==> config.mk <==
export PLATFORM = sky130hd
export DESIGN_NAME = gpc_top
export DESIGN_NICKNAME = d
export VERILOG_FILES = /design/src/shared/gpc_pkg.sv /design/src/shared/gpc_sync_if.sv /design/src/logic/gpc_sync.sv /design/src/logic/gpc_top.sv
export VERILOG_INCLUDE_DIRS = /design/src /design/src/shared
export SDC_FILE = /design/constraint.sdc
export NUM_CORES = 1
export LEC_CHECK = 0
export ABC_AREA = 1
export CAP_MARGIN = 20
export CELL_PAD_IN_SITES_DETAIL_PLACEMENT = 1
export CELL_PAD_IN_SITES_GLOBAL_PLACEMENT = 1
export CORE_AREA = 2 2 86 88
export CTS_CLUSTER_SIZE = 16
export DETAILED_ROUTE_END_ITERATION = 10
export DIE_AREA = 0 0 88 90
export DONT_BUFFER_PORTS = 1
export PLACE_DENSITY_LB_ADDON = 0.1
export SETUP_SLACK_MARGIN = 0.05
export SYNTH_ARGS = -nofsm -noshare
export SYNTH_HDL_FRONTEND = slang
export SYNTH_SLANG_ARGS = --single-unit
==> constraint.sdc <==
create_clock -name clock -period 1.4 [get_ports clock]
set_input_delay 0.14 -clock clock [delete_from_list [all_inputs] [get_ports clock]]
set_output_delay 0.14 -clock clock [all_outputs]
set_load 0.01 [all_outputs]
==> src/shared/gpc_defs.svh <==
`ifndef GPC_DEFS_SVH
`define GPC_DEFS_SVH

// ====================================================================
// register offsets on the management register port
`define GPC_OFS_PIN1_CFG     8'h03
`define GPC_OFS_PIN2_CFG     8'h04
`define GPC_OFS_READBACK     8'h05
`define GPC_OFS_DRIVE        8'h06

// ====================================================================
// configuration register field positions (both pins)
`define GPC_FUNC_MSB         7
`define GPC_FUNC_LSB         4
`define GPC_PULL_MSB         3
`define GPC_PULL_LSB         2
`define GPC_IBUF_BIT         1
`define GPC_OE_BIT           0

// ====================================================================
// reset values
`define GPC_PIN1_CFG_RST     8'h05
`define GPC_PIN2_CFG_RST     8'h04
`define GPC_DRIVE_RST        3'h0
`define GPC_DRIVE_W          3

// ====================================================================
// readback and drive bit positions
`define GPC_BIT_PIN0         0
`define GPC_BIT_PIN1         1
`define GPC_BIT_PIN2         2

// ====================================================================
// positions in the synchronised input vector
`define GPC_SY_PIN0          0
`define GPC_SY_PIN1          1
`define GPC_SY_PIN2          2
`define GPC_SY_POR           3
`define GPC_SY_PLL           4
`define GPC_SY_LOS_LSB       5
`define GPC_SY_LOS_MSB       9
`define GPC_SY_SERCLK        10
`define GPC_SY_PARCLK        11
`define GPC_SY_TRANSMIT_CLOCK_INPUT         12
`define GPC_SY_W             13

`endif

==> src/shared/gpc_pkg.sv <==
`default_nettype none
package gpc_pkg;

  // ==================================================================
  // function select codes, pin 1
  typedef enum logic [3:0] {
    GPC_F1_POR   = 4'b0000,
    GPC_F1_DRIVE = 4'b0001,
    GPC_F1_PLL   = 4'b0010,
    GPC_F1_LOS0  = 4'b0100,
    GPC_F1_LOS1  = 4'b0101,
    GPC_F1_LOS2  = 4'b0110,
    GPC_F1_LOS3  = 4'b0111,
    GPC_F1_LOS4  = 4'b1000
  } gpc_pin1_func_e;

  // function select codes, pin 2
  typedef enum logic [3:0] {
    GPC_F2_DRIVE  = 4'b0000,
    GPC_F2_ON     = 4'b0001,
    GPC_F2_SERCLK = 4'b0010,
    GPC_F2_PARCLK = 4'b0011,
    GPC_F2_TRANSMIT_CLOCK_INPUT  = 4'b0100
  } gpc_pin2_func_e;

  // pull resistor codes; 2'b11 reserved
  typedef enum logic [1:0] {
    GPC_PULL_OFF  = 2'b00,
    GPC_PULL_DOWN = 2'b01,
    GPC_PULL_UP   = 2'b10
  } gpc_pull_e;

  typedef logic [4:0] gpc_lanes_t;
  typedef logic [7:0] gpc_byte_t;

endpackage : gpc_pkg
`default_nettype wire

==> src/shared/gpc_sync_if.sv <==
`timescale 1ns/1ps
`default_nettype none
// ====================================================================
// carrier between the top and its input synchroniser
interface gpc_sync_if #(
  parameter int W = 13
);
  logic [W-1:0] raw;
  logic [W-1:0] sync;
  modport src    (output raw, input sync);
  modport syncer (input raw, output sync);
endinterface : gpc_sync_if
`default_nettype wire

==> src/logic/gpc_sync.sv <==
`timescale 1ns/1ps
`default_nettype none
// ====================================================================
// two-stage synchroniser for every asynchronous input bit
module gpc_sync #(
  parameter int W = 13
) (
  input  wire logic     clock,
  input  wire logic     sys_rst,
  gpc_sync_if.syncer    sy
);
  logic [W-1:0] meta_q;
  logic [W-1:0] sync_q;

  // first stage feeds only the second stage
  genvar i;
  generate
    for (i = 0; i < W; i++) begin : g_bit
      always_ff @(posedge clock) begin
        if (sys_rst) begin
          meta_q[i] <= 1'b0;
          sync_q[i] <= 1'b0;
        end else begin
          meta_q[i] <= sy.raw[i];
          sync_q[i] <= meta_q[i];
        end
      end
    end
  endgenerate

  assign sy.sync = sync_q;

endmodule : gpc_sync
`default_nettype wire

==> src/logic/gpc_top.sv <==
`timescale 1ns/1ps
`default_nettype none
`include "gpc_defs.svh"

// Functional notes
// - pin 1 function bits 7:4: 0000 reset, 0001 drive bit, 0010 lock
// - pin 1 codes 0100..1000 route lane 0..4 signal loss
// - pin 2 function: drive bit, constant high, three clocks
// - pull field bits 3:2: off, pull-down, pull-up; resets to pull-down
// - bit 1 enables the input buffer; resets disabled
// - pin 1 bit 0 enables its driver; resets enabled
// - pin 2 bit 0 enables its driver; resets disabled
// - readback register shows pins 2,1,0 in bits 2,1,0; rest zero
// - drive register bits 2..0 read/write, reset 0; bits 2,1 supply pin 2,1 levels, bit 0 drives nothing
// - readback is read-only and carries sampled levels of input pins
module gpc_top (
  input  wire logic              clock,
  input  wire logic              sys_rst,
  input  wire logic [7:0]        reg_addr,
  input  wire logic              reg_wr_en,
  input  wire logic [7:0]        reg_wdata,
  input  wire logic              reg_rd_en,
  output var  gpc_pkg::gpc_byte_t reg_rdata,
  output var  logic              reg_rd_valid,
  input  wire logic              pin0_in,
  input  wire logic              pin1_in,
  input  wire logic              pin2_in,
  input  wire logic              pin0_input_enable,
  input  wire logic              power_on_reset,
  input  wire logic              pll_locked,
  input  wire gpc_pkg::gpc_lanes_t lane_signal_lost,
  input  wire logic              serializer_clock,
  input  wire logic              parallel_clock,
  input  wire logic              transmit_clock_input,
  output var  logic              pin1_out,
  output var  logic              pin1_output_driver_enable,
  output var  logic              pin1_pull_up,
  output var  logic              pin1_pull_down,
  output var  logic              pin1_input_buffer_enable,
  output var  logic              pin2_out,
  output var  logic              pin2_output_driver_enable,
  output var  logic              pin2_pull_up,
  output var  logic              pin2_pull_down,
  output var  logic              pin2_input_buffer_enable
);
  import gpc_pkg::*;

  // ==================================================================
  // decode helpers
  // reserved pull code falls back to no pull at all
  function automatic logic [1:0] pull_decode(input logic [1:0] code);
    logic [1:0] r;
    r = 2'b00;
    case (code)
      GPC_PULL_DOWN: r = 2'b01;
      GPC_PULL_UP:   r = 2'b10;
      default:       r = 2'b00;
    endcase
    return r;
  endfunction : pull_decode

  // ==================================================================
  // input synchronisation
  // sampled clocks are only meaningful well below the core rate
  gpc_sync_if #(.W(`GPC_SY_W)) sy ();

  assign sy.raw = {transmit_clock_input, parallel_clock, serializer_clock,
                   lane_signal_lost, pll_locked, power_on_reset,
                   pin2_in, pin1_in, pin0_in};

  gpc_sync #(.W(`GPC_SY_W)) u_sync (
    .clock   (clock),
    .sys_rst (sys_rst),
    .sy      (sy)
  );

  // ==================================================================
  // register storage
  gpc_byte_t                 pin1_cfg_q;
  gpc_byte_t                 pin2_cfg_q;
  logic [`GPC_DRIVE_W-1:0]   drive_q;
  gpc_byte_t                 rdata_q;
  logic                      rd_valid_q;

  // write decode
  wire logic wr_pin1  = reg_wr_en && (reg_addr == `GPC_OFS_PIN1_CFG);
  wire logic wr_pin2  = reg_wr_en && (reg_addr == `GPC_OFS_PIN2_CFG);
  wire logic wr_drive = reg_wr_en && (reg_addr == `GPC_OFS_DRIVE);

  // configuration fields
  wire logic [3:0] pin1_func = pin1_cfg_q[`GPC_FUNC_MSB:`GPC_FUNC_LSB];
  wire logic [3:0] pin2_func = pin2_cfg_q[`GPC_FUNC_MSB:`GPC_FUNC_LSB];
  wire logic [1:0] pin1_pull = pin1_cfg_q[`GPC_PULL_MSB:`GPC_PULL_LSB];
  wire logic [1:0] pin2_pull = pin2_cfg_q[`GPC_PULL_MSB:`GPC_PULL_LSB];
  wire logic pin1_ibuf = pin1_cfg_q[`GPC_IBUF_BIT];
  wire logic pin2_ibuf = pin2_cfg_q[`GPC_IBUF_BIT];

  // configuration and drive registers; readback has no storage
  always_ff @(posedge clock) begin
    if (sys_rst) begin
      pin1_cfg_q <= `GPC_PIN1_CFG_RST;
      pin2_cfg_q <= `GPC_PIN2_CFG_RST;
      drive_q    <= `GPC_DRIVE_RST;
    end else begin
      if (wr_pin1) pin1_cfg_q <= reg_wdata;
      if (wr_pin2) pin2_cfg_q <= reg_wdata;
      if (wr_drive) drive_q <= reg_wdata[`GPC_DRIVE_W-1:0];
    end
  end

  // ==================================================================
  // synchronised sources
  wire logic       s_por    = sy.sync[`GPC_SY_POR];
  wire logic       s_pll    = sy.sync[`GPC_SY_PLL];
  wire gpc_lanes_t s_los    = sy.sync[`GPC_SY_LOS_MSB:`GPC_SY_LOS_LSB];
  wire logic       s_serclk = sy.sync[`GPC_SY_SERCLK];
  wire logic       s_parclk = sy.sync[`GPC_SY_PARCLK];
  wire logic       s_transmit_clock_input  = sy.sync[`GPC_SY_TRANSMIT_CLOCK_INPUT];

  // readback gated by each pin's input buffer enable
  wire logic [2:0] pin_levels = {
    sy.sync[`GPC_SY_PIN2] & pin2_ibuf,
    sy.sync[`GPC_SY_PIN1] & pin1_ibuf,
    sy.sync[`GPC_SY_PIN0] & pin0_input_enable
  };

  // ==================================================================
  // output source selection
  logic pin1_src;
  logic pin2_src;

  // pin 1 source; reserved codes fall back to the drive bit
  always_comb begin
    case (pin1_func)
      GPC_F1_POR:   pin1_src = s_por;
      GPC_F1_DRIVE: pin1_src = drive_q[`GPC_BIT_PIN1];
      GPC_F1_PLL:   pin1_src = s_pll;
      GPC_F1_LOS0:  pin1_src = s_los[0];
      GPC_F1_LOS1:  pin1_src = s_los[1];
      GPC_F1_LOS2:  pin1_src = s_los[2];
      GPC_F1_LOS3:  pin1_src = s_los[3];
      GPC_F1_LOS4:  pin1_src = s_los[4];
      default:      pin1_src = drive_q[`GPC_BIT_PIN1];
    endcase
  end

  // pin 2 source; clocks pass sampled, not as true clocks
  always_comb begin
    case (pin2_func)
      GPC_F2_DRIVE:  pin2_src = drive_q[`GPC_BIT_PIN2];
      GPC_F2_ON:     pin2_src = 1'b1;
      GPC_F2_SERCLK: pin2_src = s_serclk;
      GPC_F2_PARCLK: pin2_src = s_parclk;
      GPC_F2_TRANSMIT_CLOCK_INPUT:  pin2_src = s_transmit_clock_input;
      default:       pin2_src = drive_q[`GPC_BIT_PIN2];
    endcase
  end

  wire logic [1:0] pin1_pulls = pull_decode(pin1_pull);
  wire logic [1:0] pin2_pulls = pull_decode(pin2_pull);

  // ==================================================================
  // pad-facing output flops
  logic pin1_out_q, pin1_oe_q, pin1_pu_q, pin1_pd_q, pin1_ib_q;
  logic pin2_out_q, pin2_oe_q, pin2_pu_q, pin2_pd_q, pin2_ib_q;

  // reset values mirror the configuration reset values
  always_ff @(posedge clock) begin
    if (sys_rst) begin
      pin1_out_q <= 1'b0;
      pin1_oe_q  <= 1'b1;
      pin1_pu_q  <= 1'b0;
      pin1_pd_q  <= 1'b1;
      pin1_ib_q  <= 1'b0;
      pin2_out_q <= 1'b0;
      pin2_oe_q  <= 1'b0;
      pin2_pu_q  <= 1'b0;
      pin2_pd_q  <= 1'b1;
      pin2_ib_q  <= 1'b0;
    end else begin
      pin1_out_q <= pin1_src;
      pin1_oe_q  <= pin1_cfg_q[`GPC_OE_BIT];
      pin1_pu_q  <= pin1_pulls[1];
      pin1_pd_q  <= pin1_pulls[0];
      pin1_ib_q  <= pin1_ibuf;
      pin2_out_q <= pin2_src;
      pin2_oe_q  <= pin2_cfg_q[`GPC_OE_BIT];
      pin2_pu_q  <= pin2_pulls[1];
      pin2_pd_q  <= pin2_pulls[0];
      pin2_ib_q  <= pin2_ibuf;
    end
  end

  // ==================================================================
  // register read path; unmapped offsets answer zero
  logic [7:0] rd_mux;
  always_comb begin
    case (reg_addr)
      `GPC_OFS_PIN1_CFG: rd_mux = pin1_cfg_q;
      `GPC_OFS_PIN2_CFG: rd_mux = pin2_cfg_q;
      `GPC_OFS_READBACK: rd_mux = {5'h00, pin_levels};
      `GPC_OFS_DRIVE:    rd_mux = {5'h00, drive_q};
      default:           rd_mux = 8'h00;
    endcase
  end

  // data held until the next read so a slow master can take it
  always_ff @(posedge clock) begin
    if (sys_rst) begin
      rdata_q    <= 8'h00;
      rd_valid_q <= 1'b0;
    end else begin
      rd_valid_q <= reg_rd_en;
      if (reg_rd_en) rdata_q <= rd_mux;
    end
  end

  assign reg_rdata                 = rdata_q;
  assign reg_rd_valid              = rd_valid_q;
  assign pin1_out                  = pin1_out_q;
  assign pin1_output_driver_enable = pin1_oe_q;
  assign pin1_pull_up              = pin1_pu_q;
  assign pin1_pull_down            = pin1_pd_q;
  assign pin1_input_buffer_enable  = pin1_ib_q;
  assign pin2_out                  = pin2_out_q;
  assign pin2_output_driver_enable = pin2_oe_q;
  assign pin2_pull_up              = pin2_pu_q;
  assign pin2_pull_down            = pin2_pd_q;
  assign pin2_input_buffer_enable  = pin2_ib_q;
endmodule : gpc_top
`default_nettype wire

==> summary.txt <==
Yosys
  • Sequential area share after synthesis: 0.517
  • Post-synth net total: 354
  • Area leader, netlist: dfxtp_1
  • Syn Area/Cell: 7.75 µm²
  • Yosys top cell area share: 0.517
  • Top cells by area, synth: dfxtp_1 52%, inv_1 8.6%, nor2_1 7.3%, nand2_1 6.5%, o21ai_0 4.4%
  • Seq cells post-synth: 64
  • Netlist Area Pre-Place: 2480 µm²
  • Netlist cell types: 27
  • Yosys warns: 0
  • Cells after Synth: 320

Global route
  • Largest net degree at the start of global routing: 41
  • GRT overflow: 0
  • Antenna violations before repair: 0
  • First-pass GRT wire length: 9710 µm
  • Number of global-route vias before repair: 2050
  • Global Route Usage Sum: 0.161

Final layout
  • Final nets: 380
  • Fillers: 843
  • Antenna diodes: 0
  • Area Overhead vs Synth: 21.4%
  • Final std cells w/o fill: 450
  • Multi-input logic area: 901 µm²
  • Flip-flop and latch area: 1280 µm²
  • Share of cells above drive strength 1: 0.131
  • Post-Route Utilization: 0.429

Floorplanning
  • Die area: 7920 µm²
  • Die height: 90 µm
  • Core box area: 7020 µm²
  • Initial core utilization: 0.353
  • DIE WIDTH: 88 µm
  • # rows: 31
  • IO Pins: 53

Timing
  • Setup ws final: 0.223 ns
  • Fin crit period: 1.18 ns
  • Worst slew pin tran: 0.302 ns
  • Slew HR: 0.797
  • RSZ-0062 raised after global routing: no
  • Setup-failing EPs final: 0
  • Setup TNS Final: 0 ns
  • Final Skew: 0.00818 ns
  • Tcrit/Tclk final: 0.841
  • Max Clk Rate: 0.850 GHz
  • Slew Viols, Final: 0
  • Final hold viol count: 0

Critical path
  • Setup crit end: pin1_out
  • Reg2reg end: pin1_out
  • Reg2reg start: pin1_cfg_q[5]
  • Worst EP arrival: 1.42 ns
  • Critical path type: flop to flop
  • Worst path required time: 1.64 ns
  • CP endpoint kind: flop
  • Register-to-register setup slack: 0.22 ns
  • Startpoint type of the worst setup path: flop
  • R2R depth: 8
  • CP Max Fanout: 6
  • Critical path origin: pin1_cfg_q[5]

Power and ir drop
  • VDD IR-drop max: 0.494 mV
  • Sw Ratio: 0.227
  • Sequential share of power: 0.506
  • Internal power: 2.86 mW
  • Pleak: 1.34 nW
  • Sw Pwr: 0.837 mW
  • Logic pwr share: 0.051
  • Clk pwr share: 0.443
  • PwrDens: 1230 nW/µm²

Placement
  • GPL Wtd Cong: 0.748
  • Pre-CTS setup slack: 0.163 ns
  • DP Cell Count: 411
  • Detail Placement HPWL: 4020 µm
  • Port bufs: 0

Clock network
  • Clk sinks: 64
  • CTS Buf Count: 9
  • CTS Buffer Depth: 2
  • Depth of the CTS H-tree: 3
  • CTS tree: built
  • Clk slew on worst S/H paths: 0.07 ns
  • Clock latency on the worst-skew pair: 0.34 ns
  • Clk root buf: clkbuf_8
  • Postcts setup bufs: 0

Hold path
  • Worst hold start: reg_wdata[0]
  • Hold crit path type: input port to flop

Detailed routing
  • WL final: 5800 µm
  • DRC errors left: 0
  • DR iter-0 viols: 69
  • ANT nets after route: 0
  • DR WL/cell: 12.9 µm
  • Vias/cell: 4.44
  • Drt pass-1 iters: 4
  • Via count: 1999

Status
  • Status: completed

Job
  • Max-Cap Viols: 0
flip-flops by register name, indices dropped and copies added, names as in the netlist, 3 cells and up:
name / cells
pin2_cfg_q: 8
pin1_cfg_q: 8
reg_rdata: 8
u_sync.meta_q: 13
u_sync.sy.sync: 13
drive_q: 3
cell type report:
| type | instances | area share |
|---|---|---|
| Sequential cell | 64 | 0.425 |
| Clock buffer | 11 | 0.0503 |
| Inverter | 63 | 0.0785 |
| Clock inverter | 5 | 0.0183 |
| Multi-Input combinational cell | 182 | 0.299 |
| Timing Repair Buffer | 26 | 0.0872 |
| Tap cell | 99 | 0.0411 |
cells in the final DEF (no fill, tap or decap), types with 2 or more instances in the layout:
cell	instances
dfxtp_1	64
nand2_1	43
o21ai_1	5
inv_1	56
dlygate4sd3_1	22
nand2_2	4
nand3_1	18
clkinv_2	2
nand2_4	3
nor2_4	4
clkbuf_8	11
a21oi_2	3
nand4_1	2
nor2_1	48
a21oi_1	19
o21ai_2	3
nor3_1	2
inv_2	6
clkinvlp_4	2
buf_4	3
o21ai_0	22
worst max-delay path, cell delays in order, from the launching register on:
cell and delay (ns):
dfxtp_1 0.33, inv_2 0.11, nor2_1 0.08, o21ai_0 0.13
o21ai_0 0.12, o21ai_0 0.18, inv_1 0.06, nand2_1 0.06
inv_1 0.03
cell usage after synthesis:
cell      number
a21oi_1       19
a21oi_2        3
buf_2          1
buf_4          1
buf_6          2
clkbuf_1       7
clkinv_1       1
dfxtp_1       64
inv_1         57
inv_2          5
nand2_1       43
nand2_2        4
nand2_4        3
nand3_1       18
nand3_2        1
nand4_1        2
nor2_1        48
nor2_4         4
nor2_8         1
nor3_1         2
o211ai_1       1
o21ai_0       22
o21ai_1        5
o21ai_2        3
o221ai_1       1
o31ai_1        1
or2_2          1
per-stage QoR:
step | area [µm²] | power, mW | hold WS [ns]
2_1_floorplan | 2480 | 2.02 | 0.247
5_1_grt | 3010 | 3.88 | 0.00778
4_1_cts | 3010 | 3.76 | 0.00411
3_5_place_dp | 2560 | 2.03 | 0.216
6_report | 3010 | 3.69 | 0.0133
3_3_place_gp | 2560 | 2.02 | 0.215
per-layer routing:
metal	routed length (µm)	up-vias	global-route usage
li1	-	1031	-
met1	2670	916	0.195
met2	2760	43	0.262
met3	262	9	0.0367
met4	111	0	0.0808
met5	0	-	0
power groups by stage:
stage | logic, mW | registers, mW | clock network, mW
floorplan | 0.109 | 1.91 | 0
global placement | 0.108 | 1.91 | 0
detailed placement | 0.112 | 1.91 | 0
CTS | 0.192 | 1.87 | 1.70
global route | 0.214 | 1.87 | 1.79
finish | 0.188 | 1.87 | 1.64
worst min path at each step:
stage	to	slack (ns)	cells past startpoint
floorplan	u_sync.meta_q[0]	0.25	2
global placement	reg_rdata[0]	0.21	1
detailed placement	u_sync.meta_q[2]	0.22	1
CTS	pin2_cfg_q[0]	0.004	2
global route	pin2_cfg_q[0]	0.008	2
finish	pin2_cfg_q[0]	0.01	2
repair_timing:
| action | 4_1_cts | 5_1_grt |
|---|---|---|
| endpoints found under the setup margin | 0 | 1 |
| hold buffers | 23 | 0 |
| endpoints found under the hold margin | 57 | 0 |
| resized for setup | 0 | 1 |
kinds of logic (layout without fill, tap and decap cells):
group	Yosys count	in the layout	synth area share
AO/OA/AOI/OAI	55	55	0.124
AND/OR/NAND/NOR	127	127	0.240
flip-flops	64	64	0.517
buffers and inverters	74	105	0.120
(Power assumes the default switching activity.)
